<file path="config.mk">
export PLATFORM = sky130hd
export DESIGN_NAME = async_serial_receiver
export DESIGN_NICKNAME = d
export VERILOG_FILES = /design/src/serial_rx_pkg.sv /design/src/async_serial_receiver.sv
export VERILOG_INCLUDE_DIRS = /design/src
export SDC_FILE = /design/constraint.sdc
export NUM_CORES = 1
export LEC_CHECK = 0
export ABC_AREA = 1
export ABC_CLOCK_PERIOD_IN_PS = 6900
export BUFFER_PORTS_ARGS = -buffer_cell sky130_fd_sc_hd__buf_2
export CAP_MARGIN = 25
export CORE_MARGIN = 8
export CORE_UTILIZATION = 49
export CTS_BUF_LIST = sky130_fd_sc_hd__clkbuf_8
export DETAILED_ROUTE_END_ITERATION = 7
export GPL_ROUTABILITY_DRIVEN = 1
export GPL_TIMING_DRIVEN = 0
export PLACE_DENSITY = 0.74
export SLEW_MARGIN = 25
export SYNTH_ARGS = -nofsm -noshare
export SYNTH_HDL_FRONTEND = slang
export SYNTH_SLANG_ARGS = --single-unit
</file>
<file path="constraint.sdc">
create_clock -name hclk -period 6.9 [get_ports hclk]
set_clock_uncertainty 0.1 [all_clocks]
set_input_delay 1.38 -clock hclk [delete_from_list [all_inputs] [get_ports hclk]]
set_output_delay 1.38 -clock hclk [all_outputs]
set_load 0.1 [all_outputs]
</file>
<file path="src/serial_rx_map.svh">
`ifndef SERIAL_RX_MAP_SVH
`define SERIAL_RX_MAP_SVH

// register indices, byte address is four times the index
`define IDX_PORT_CTRL    16'hff91
`define IDX_FRAME_FMT    16'hffa8
`define IDX_BIT_DIV      16'hffa9
`define IDX_SER_CTRL     16'hffaa
`define IDX_SER_STATUS   16'hffac
`define IDX_RX_HOLD      16'hffad

// frame format fields
`define FMT_SYNC_MODE    7
`define FMT_SEVEN_BIT    6
`define FMT_PARITY_ON    5
`define FMT_PARITY_ODD   4
`define FMT_TWO_STOP     3
`define FMT_MULTIPROC    2
`define FMT_PRESCALE_HI  1
`define FMT_PRESCALE_LO  0

// serial control fields
`define CTL_RX_ON        4
`define CTL_CLK_CFG_HI   1
`define CTL_CLK_CFG_LO   0

// status fields
`define STS_RX_FULL      6
`define STS_OVERRUN      5
`define STS_FRAME        4
`define STS_PARITY       3
`define STS_MPB          1

// port control fields
`define PCR_RX_INVERT    2

// reset values
`define RST_REG8         8'h00

// prescaler terminal counts for select 0..3
`define PRE_LIM0         6'h00
`define PRE_LIM1         6'h03
`define PRE_LIM2         6'h0f
`define PRE_LIM3         6'h3f

// oversampling: 16 ticks a bit, sample at mid-cell
`define OS_SAMPLE        4'h7
`define OS_QUARTER_LAST  2'h3

`endif

</file>
<file path="src/serial_rx_pkg.sv">
package serial_rx_pkg;
	typedef enum logic [2:0] {
		st_idle,
		st_start,
		st_data,
		st_extra,
		st_stop1,
		st_stop2
	} rx_state_t;
endpackage

</file>
<file path="src/async_serial_receiver.sv">
`timescale 1ns/1ps
`default_nettype none
`include "serial_rx_map.svh"

module async_serial_receiver (
	// clock, reset, enable
	input  wire logic        hclk,
	input  wire logic        hresetn,
	input  wire logic        ce,
	// ahb-lite slave
	input  wire logic        hsel,
	input  wire logic [31:0] haddr,
	input  wire logic [1:0]  htrans,
	input  wire logic        hwrite,
	input  wire logic [2:0]  hsize,
	input  wire logic        hready,
	input  wire logic [31:0] hwdata,
	output logic             hreadyout,
	output logic             hresp,
	output logic [31:0]      hrdata,
	// serial line
	input  wire logic        serial_in_pin,
	// serial clock pin
	input  wire logic        serial_clk_pin_in,
	output logic             serial_clk_pin_out,
	output logic             serial_clk_pin_oe
);

	////////////////////////////////////////////////////////////////
	// registers
	logic [7:0]                port_control_reg;
	logic [7:0]                frame_format_reg;
	logic [7:0]                bit_rate_divisor;
	logic [7:0]                serial_control_reg;
	logic [7:0]                rx_holding;
	logic [7:0]                rx_shifter;
	logic [3:0]                flags;
	logic [3:0]                seen;
	logic [3:0]                set_ev;
	logic [3:0]                clr_ev;
	logic                      mpb_received;

	// bus
	logic                      acc;
	logic                      hit;
	logic [15:0]               idx;
	logic                      wr_pend;
	logic [15:0]               wr_idx;
	logic                      wr_now;
	logic                      rd_status;
	logic                      wr_status;

	// baud
	logic [5:0]                pre_cnt;
	logic [5:0]                pre_lim;
	logic                      pre_tick;
	logic [7:0]                div_cnt;
	logic [1:0]                quarter;
	logic                      os_tick;
	logic [3:0]                os_phase;

	// receiver
	serial_rx_pkg::rx_state_t  state;
	logic [3:0]                sample_cnt;
	logic [2:0]                bit_idx;
	logic [2:0]                last_bit;
	logic                      par_acc;
	logic                      extra_bit;
	logic                      rx_in;
	logic                      rx_run;
	logic                      sample_now;
	logic                      complete;
	logic                      need_extra;

	////////////////////////////////////////////////////////////////
	// bus decode
	assign hreadyout = ce;
	assign hresp     = 1'b0;
	assign idx       = haddr[17:2];
	assign hit       = (haddr[31:18] == 14'h0000);
	assign acc       = hsel & hready & htrans[1] & ce;
	assign wr_now    = wr_pend & ce;
	assign rd_status = acc & ~hwrite & hit & (idx == `IDX_SER_STATUS);
	assign wr_status = wr_now & (wr_idx == `IDX_SER_STATUS);

	always_ff @(posedge hclk or negedge hresetn) begin
		if (!hresetn) begin
			wr_pend <= 1'b0;
			wr_idx  <= 16'h0000;
		end else if (ce) begin
			wr_pend <= acc & hwrite & hit;
			wr_idx  <= idx;
		end
	end

	function automatic logic [7:0] read_mux(input logic [15:0] a);
		logic [7:0] r;
		r = 8'h00;
		case (a)
			`IDX_PORT_CTRL:  r = port_control_reg;
			`IDX_FRAME_FMT:  r = frame_format_reg;
			`IDX_BIT_DIV:    r = bit_rate_divisor;
			`IDX_SER_CTRL:   r = serial_control_reg;
			`IDX_SER_STATUS: r = {1'b0, flags, 1'b0, mpb_received, 1'b0};
			`IDX_RX_HOLD:    r = rx_holding;
			default:         r = 8'h00;
		endcase
		return r;
	endfunction

	// read data registered at the address phase
	always_ff @(posedge hclk or negedge hresetn) begin
		if (!hresetn) begin
			hrdata <= 32'h0000_0000;
		end else if (acc & ~hwrite) begin
			hrdata <= hit ? {24'h00_0000, read_mux(idx)} : 32'h0000_0000;
		end
	end

	// writable registers
	always_ff @(posedge hclk or negedge hresetn) begin
		if (!hresetn) begin
			port_control_reg   <= `RST_REG8;
			frame_format_reg   <= `RST_REG8;
			bit_rate_divisor   <= `RST_REG8;
			serial_control_reg <= `RST_REG8;
		end else if (wr_now) begin
			case (wr_idx)
				`IDX_PORT_CTRL: port_control_reg   <= hwdata[7:0];
				`IDX_FRAME_FMT: frame_format_reg   <= hwdata[7:0];
				`IDX_BIT_DIV:   bit_rate_divisor   <= hwdata[7:0];
				`IDX_SER_CTRL:  serial_control_reg <= hwdata[7:0];
				default: begin
				end
			endcase
		end
	end

	////////////////////////////////////////////////////////////////
	// status flags: bit order full, overrun, frame, parity
	assign set_ev[3] = complete & ~flags[3];
	assign set_ev[2] = complete & flags[3];
	assign set_ev[1] = complete & ~rx_in;
	assign set_ev[0] = complete & frame_format_reg[`FMT_PARITY_ON]
		& ~frame_format_reg[`FMT_MULTIPROC]
		& (par_acc ^ extra_bit ^ frame_format_reg[`FMT_PARITY_ODD]);

	genvar gi;
	generate
		for (gi = 0; gi < 4; gi++) begin : g_flag
			// clear only after the flag was seen as 1 and a 0 is written
			assign clr_ev[gi] = wr_status & seen[gi] & ~hwdata[`STS_PARITY + gi];

			always_ff @(posedge hclk or negedge hresetn) begin
				if (!hresetn) begin
					flags[gi] <= 1'b0;
				end else if (ce) begin
					if (set_ev[gi]) begin
						flags[gi] <= 1'b1;
					end else if (clr_ev[gi]) begin
						flags[gi] <= 1'b0;
					end
				end
			end

			always_ff @(posedge hclk or negedge hresetn) begin
				if (!hresetn) begin
					seen[gi] <= 1'b0;
				end else if (rd_status) begin
					seen[gi] <= flags[gi];
				end else if (wr_status) begin
					seen[gi] <= 1'b0;
				end
			end
		end
	endgenerate

	////////////////////////////////////////////////////////////////
	// baud generator, 16 ticks per bit
	always_comb begin
		case ({frame_format_reg[`FMT_PRESCALE_HI], frame_format_reg[`FMT_PRESCALE_LO]})
			2'b00:   pre_lim = `PRE_LIM0;
			2'b01:   pre_lim = `PRE_LIM1;
			2'b10:   pre_lim = `PRE_LIM2;
			default: pre_lim = `PRE_LIM3;
		endcase
	end

	// wrap at or above the limit so a lowered divisor or prescale takes at once
	assign pre_tick = (pre_cnt >= pre_lim);
	assign os_tick  = pre_tick & (div_cnt >= bit_rate_divisor)
		& (quarter == `OS_QUARTER_LAST);

	always_ff @(posedge hclk or negedge hresetn) begin
		if (!hresetn) begin
			pre_cnt <= 6'h00;
			div_cnt <= 8'h00;
			quarter <= 2'h0;
		end else if (ce) begin
			pre_cnt <= pre_tick ? 6'h00 : pre_cnt + 6'h01;
			if (pre_tick) begin
				div_cnt <= (div_cnt >= bit_rate_divisor) ? 8'h00 : div_cnt + 8'h01;
				if (div_cnt >= bit_rate_divisor) begin
					quarter <= quarter + 2'h1;
				end
			end
		end
	end

	// bit-rate phase for the optional clock output
	always_ff @(posedge hclk or negedge hresetn) begin
		if (!hresetn) begin
			os_phase <= 4'h0;
		end else if (ce & os_tick) begin
			os_phase <= os_phase + 4'h1;
		end
	end

	// clock pin: only driven when async clock output is selected
	always_ff @(posedge hclk or negedge hresetn) begin
		if (!hresetn) begin
			serial_clk_pin_oe  <= 1'b0;
			serial_clk_pin_out <= 1'b0;
		end else if (ce) begin
			serial_clk_pin_oe  <= ~frame_format_reg[`FMT_SYNC_MODE]
				& ~serial_control_reg[`CTL_CLK_CFG_HI]
				& serial_control_reg[`CTL_CLK_CFG_LO];
			serial_clk_pin_out <= os_phase[3];
		end
	end

	////////////////////////////////////////////////////////////////
	// receiver
	assign rx_in      = serial_in_pin ^ port_control_reg[`PCR_RX_INVERT];
	assign rx_run     = serial_control_reg[`CTL_RX_ON]
		& ~frame_format_reg[`FMT_SYNC_MODE];
	assign sample_now = ce & os_tick & (sample_cnt == `OS_SAMPLE);
	assign complete   = sample_now & (state == serial_rx_pkg::st_stop1) & rx_run;
	assign last_bit   = frame_format_reg[`FMT_SEVEN_BIT] ? 3'h6 : 3'h7;
	assign need_extra = frame_format_reg[`FMT_PARITY_ON]
		| frame_format_reg[`FMT_MULTIPROC];

	always_ff @(posedge hclk or negedge hresetn) begin
		if (!hresetn) begin
			state <= serial_rx_pkg::st_idle;
		end else if (ce) begin
			if (!rx_run) begin
				state <= serial_rx_pkg::st_idle;
			end else begin
				case (state)
					serial_rx_pkg::st_idle: begin
						if (os_tick & ~rx_in) begin
							state <= serial_rx_pkg::st_start;
						end
					end
					serial_rx_pkg::st_start: begin
						if (sample_now) begin
							state <= rx_in ? serial_rx_pkg::st_idle : serial_rx_pkg::st_data;
						end
					end
					serial_rx_pkg::st_data: begin
						if (sample_now & (bit_idx == last_bit)) begin
							state <= need_extra ? serial_rx_pkg::st_extra : serial_rx_pkg::st_stop1;
						end
					end
					serial_rx_pkg::st_extra: begin
						if (sample_now) begin
							state <= serial_rx_pkg::st_stop1;
						end
					end
					serial_rx_pkg::st_stop1: begin
						if (sample_now) begin
							state <= frame_format_reg[`FMT_TWO_STOP] ? serial_rx_pkg::st_stop2
								: serial_rx_pkg::st_idle;
						end
					end
					serial_rx_pkg::st_stop2: begin
						if (sample_now) begin
							state <= serial_rx_pkg::st_idle;
						end
					end
					default: state <= serial_rx_pkg::st_idle;
				endcase
			end
		end
	end

	// oversample counter restarts on each start edge
	always_ff @(posedge hclk or negedge hresetn) begin
		if (!hresetn) begin
			sample_cnt <= 4'h0;
		end else if (ce) begin
			if (state == serial_rx_pkg::st_idle) begin
				sample_cnt <= 4'h0;
			end else if (os_tick) begin
				sample_cnt <= sample_cnt + 4'h1;
			end
		end
	end

	// data bits, lsb first, into the private shifter
	always_ff @(posedge hclk or negedge hresetn) begin
		if (!hresetn) begin
			rx_shifter <= 8'h00;
			bit_idx    <= 3'h0;
			par_acc    <= 1'b0;
		end else if (sample_now) begin
			if (state == serial_rx_pkg::st_start) begin
				rx_shifter <= 8'h00;
				bit_idx    <= 3'h0;
				par_acc    <= 1'b0;
			end else if (state == serial_rx_pkg::st_data) begin
				rx_shifter[bit_idx] <= rx_in;
				bit_idx             <= bit_idx + 3'h1;
				par_acc             <= par_acc ^ rx_in;
			end
		end
	end

	// parity or multiprocessor bit
	always_ff @(posedge hclk or negedge hresetn) begin
		if (!hresetn) begin
			extra_bit <= 1'b0;
		end else if (sample_now) begin
			if (state == serial_rx_pkg::st_start) begin
				extra_bit <= 1'b0;
			end else if (state == serial_rx_pkg::st_extra) begin
				extra_bit <= rx_in;
			end
		end
	end

	// transfer to holding register unless still full
	always_ff @(posedge hclk or negedge hresetn) begin
		if (!hresetn) begin
			rx_holding   <= `RST_REG8;
			mpb_received <= 1'b0;
		end else if (complete & ~flags[3]) begin
			rx_holding   <= rx_shifter;
			mpb_received <= frame_format_reg[`FMT_MULTIPROC] & extra_bit;
		end
	end
endmodule

`default_nettype wire

</file>
# Word-level counts from Yosys, hierarchy flattened
# Cells that the tools add are included.
[word_totals]
inputBits = 77
ff_bits = 140
out_inout_bits = 36
wordCells = 186
[op_classes]
mux = 43
add_sub_neg = 6
reduce_logical = 26
order_cmp = 4
n_bitwise = 51
eq_ne = 27
[op_table]
columns = ["operator", "n"]
rows = [
  ["equality test 16 bit, second input constant", 11],
  ["one-hot mux 8 bit (6 select lines)", 1],
  ["bitwise AND 1 bit", 36],
  ["2-to-1 mux 3 bit", 11],
  ["2-to-1 mux 8 bit", 4],
  ["AND reduction 2 bit", 12],
  ["2-to-1 mux 1 bit", 19],
  ["!= test 3 bit, second input constant", 6],
  ["one-hot mux 3 bit (6 select lines)", 1],
  ["one-hot mux 6 bit (3 select lines)", 1],
  ["nonzero test 2 bit", 8],
  ["logical NOT 14 bit", 1],
  ["NOT 1 bit", 10],
  ["adder 4 x 1 -> 4 bit, second input constant", 2],
  ["adder 8 x 1 -> 8 bit, second input constant", 1],
  ["bitwise mux 8 bit", 1],
  ["greater-or-equal comparator 8 bit", 1],
  ["2-to-1 mux 4 bit", 2],
  ["AND reduction 7 bit", 1],
  ["adder 6 x 1 -> 6 bit, second input constant", 1],
  ["equality test 3 x 2 -> 1 bit, second input constant", 2],
  ["equality test 3 bit, second input constant", 2],
  ["greater-or-equal comparator 6 bit", 1],
  ["2-to-1 mux 6 bit", 1],
  ["17 further kinds", 21],
]

# Longest topological paths before layout
[depth]
depth_word = 14
depth_mapped = 18
depth_no_buf = 18

# Worst setup path before layout
# Ideal clock, no wire load.
[synth_timing]
kind = "input -> output"
start = "input port ce"
end = "output port hreadyout"
n_path_buf = 1
cell_stages = 1
setup_slack_ps = 3777
t_required_ps = 5420
arrival_time_ps = 1643
path_cell_list = "buf_4"
[synth_lines]
columns = ["item", "line_no", "source"]
rows = [
  ["from (decl)", "async_serial_receiver.sv:9", "input wire logic ce,"],
  ["to (decl)", "async_serial_receiver.sv:18", "output logic hreadyout,"],
]
# No word-level cell between the ends.

# Worst setup path after layout
[layout_timing]
start = "input port ce"
end = "output port hreadyout"
# No word-level cell between the ends.

==> summary.txt <==
Hold EP = serial_clk_pin_out$_DFFE_PN0P_
Final Hold Vio Count = 0
Clk Latency, worst-skew pair = 0.45 ns
Slew @ Worst Pin = 0.909 ns
CP bufs+invs = 3
CP arrival = 2.11 ns
CTS Hold Bufs = 0
GPL Wtd Cong = 0.895
Period Utilization, post-route = 0.520
Post-CTS Setup Inserts = 0
Clock Tree Buf Depth = 2
reg2reg path depth = 16
routed vias/inst = 5.02
Initial Utilization = 0.495
share of cells above drive strength 1 = 0.154
n_diodes = 0
Reg with most FFs = wr_idx
top cells by count, synth = nand2_1, dfrtp_1, inv_1
hold_ws = 0.368 ns
Worst Path Required = 5.42 ns
Tmin final = 3.59 ns
Crit Reg-Reg Startpoint = frame_format_reg[0]$_DFFE_PN0P_
Most used DFF post-synth = dfrtp_1
Crit path top cell by count = buf_2
hpwl dp = 11200 um
CTS resizes = 0
Seq/Total Area, Yosys = 0.472
Avg Inst Size Synth = 7.99 um^2
clk sinks = 116
largest delay contributor family on the critical path = buffers and inverters
final WL = 15000 um
post-route setup TNS = 0 ns
Finished Layout Cells = 1054
R2R Path End = mpb_received$_DFFE_PN0P_
NumNets Final = 964
largest net degree at the start of global routing = 76
yosys warns = 0
Leak Pwr = 3.58 nW
dpl ws = 3.31 ns
CP cell instances = buf_2 -> buf_4 -> buf_2
Site Rows = 41
min-delay worst type = register to register
Max Cap Viol = 0
DIE WIDTH = 128 um
TritonCTS clock tree = yes
post-synth cell types = 37
Core ar. = 0.0124 mm^2
Mapped Cells = 769
worst vdd ir = 0.106 mV
f_max = 0.279 GHz
hold depth = 2
flip-flop count of the largest register after layout = 16
Power Total = 1.60 mW
Reg2Reg Setup Slack = 4.18 ns
PnR worst setup slack = 3.31 ns
Remaining DRCs = 0
CTS H-tree lvls = 4
clock-pin slew on the worst setup and hold paths = 0.07 ns
total number of vias = 5292
CTS buffer count = 17
Hold Crit Start = serial_clk_pin_out$_DFFE_PN0P_
Rel. slew slack = 0.389
vias in the first global route = 5116
GRT Overall Usage = 0.195
area leader, netlist = dfrtp_1
Worst Setup End Kind = output port
CP max stage cell = buf_2
global-route wire length before repair = 25200 um
post-synthesis cell area = 0.00614 mm^2
Inst Count DP = 1022
Routed Antenna Nets = 0
most frequent cell after synthesis = nand2_1
critical path class = input pin to output port
RSZ-0062 raised after global routing = no
Async SR Flop Fraction = 1.00
max-slew violations = 0
Worst Path Max Fanout = 7
Cell Pwr Density = 223 mW/mm^2
initial antenna violation count = 0
# port buffers = 56
Seq cells post-synth = 116
initial DRC count = 424
P&R area growth vs syn = 16.9%
routed length per placed instance = 14.2 um
crit-path max cell delay = 0.41 ns
TritonRoute pass-1 iters = 5
Post-synth EDFFs = 0
total gr overflow = 0
die area = 0.0164 mm^2
Die H = 128 um
final instance area = 0.00719 mm^2
post-layout util = 0.579
status = finished, final reports clean
Clk Tree Root Cell = clkbuf_8
I/O pins = 113
top cell type's share of synthesized area = 0.472
synth top area cells = dfrtp_1, nand2_1, o21ai_0
# fillers = 1188
dpl cell area = 0.00676 mm^2
CP Launch Type = input pin
number of setup violations in the final report = 0
worst max-delay path by stage:
stage	startpoint	endpoint	slack, ns	cells after the start
after floorplan	ce	hreadyout	3.78	1
after detailed placement	ce	hreadyout	3.31	3
final	ce	hreadyout	3.31	3
after global placement	hresetn	os_phase[0]$_DFFE_PN0P_	2.90	1
after global routing	ce	hreadyout	3.28	3
after CTS	ce	hreadyout	3.31	3
worst reg2reg max path, delay by kind of cell (launching register included):
| family | cells | cell delay (ns) |
|---|---|---|
| AO/OA/AOI/OAI | 1 | 0.11 |
| adder cells (fa/ha/maj) | 1 | 0.26 |
| buffers and inverters | 3 | 0.30 |
| flip-flops | 1 | 0.43 |
| AND/OR/NAND/NOR | 11 | 1.44 |
layout by cell type (no fill, tap or decap), types with 2 or more instances in the layout:
master / instances
a21oi_1: 13
buf_2: 56
buf_4: 27
buf_6: 3
bufinv_16: 3
clkbuf_1: 11
clkbuf_8: 21
clkinv_2: 4
clkinvlp_4: 2
conb_1: 25
dfrtp_1: 116
ha_1: 18
inv_1: 94
nand2_1: 195
nand2_4: 2
nand3_1: 64
nand4_1: 20
nor2_1: 54
nor3_1: 20
nor4_1: 7
o211ai_1: 5
o21ai_0: 85
o21ai_2: 9
xnor2_1: 4
xor2_1: 7
metal layers:
metal,up-vias,global-route usage,routed length (um)
met5,-,0,0
met4,0,0.0846,397
met3,27,0.0666,1220
met2,166,0.308,6870
met1,2418,0.239,6480
li1,2681,-,-
kinds of logic after synthesis:
logic type | count (synthesis) | share of synthesized area
AND/OR/NAND/NOR | 371 | 0.267
buffers and inverters | 134 | 0.101
AO/OA/AOI/OAI | 118 | 0.106
flip-flops | 116 | 0.472
adder cells (fa/ha/maj) | 18 | 0.0367
XOR/XNOR | 11 | 0.0157
other | 1 | 0.000610
power breakdown:
group | leakage, nW | internal (mW) | switching (mW)
Sequential | 1.56 | 0.706 | 0.0173
Combinational | 1.80 | 0.0512 | 0.154
Clock | 0.220 | 0.390 | 0.283
final cells by class:
class | instances | area (um^2) | share of cell area
Sequential cell | 116 | 2900 | 0.404
Clock inverter | 11 | 133 | 0.0185
Clock buffer | 21 | 289 | 0.0402
Inverter | 93 | 349 | 0.0486
Timing Repair Buffer | 57 | 314 | 0.0437
Tap cell | 172 | 215 | 0.0299
Buffer | 41 | 272 | 0.0378
Multi-Input combinational cell | 543 | 2710 | 0.377
Note: power is estimated with default switching activity, not from simulation.
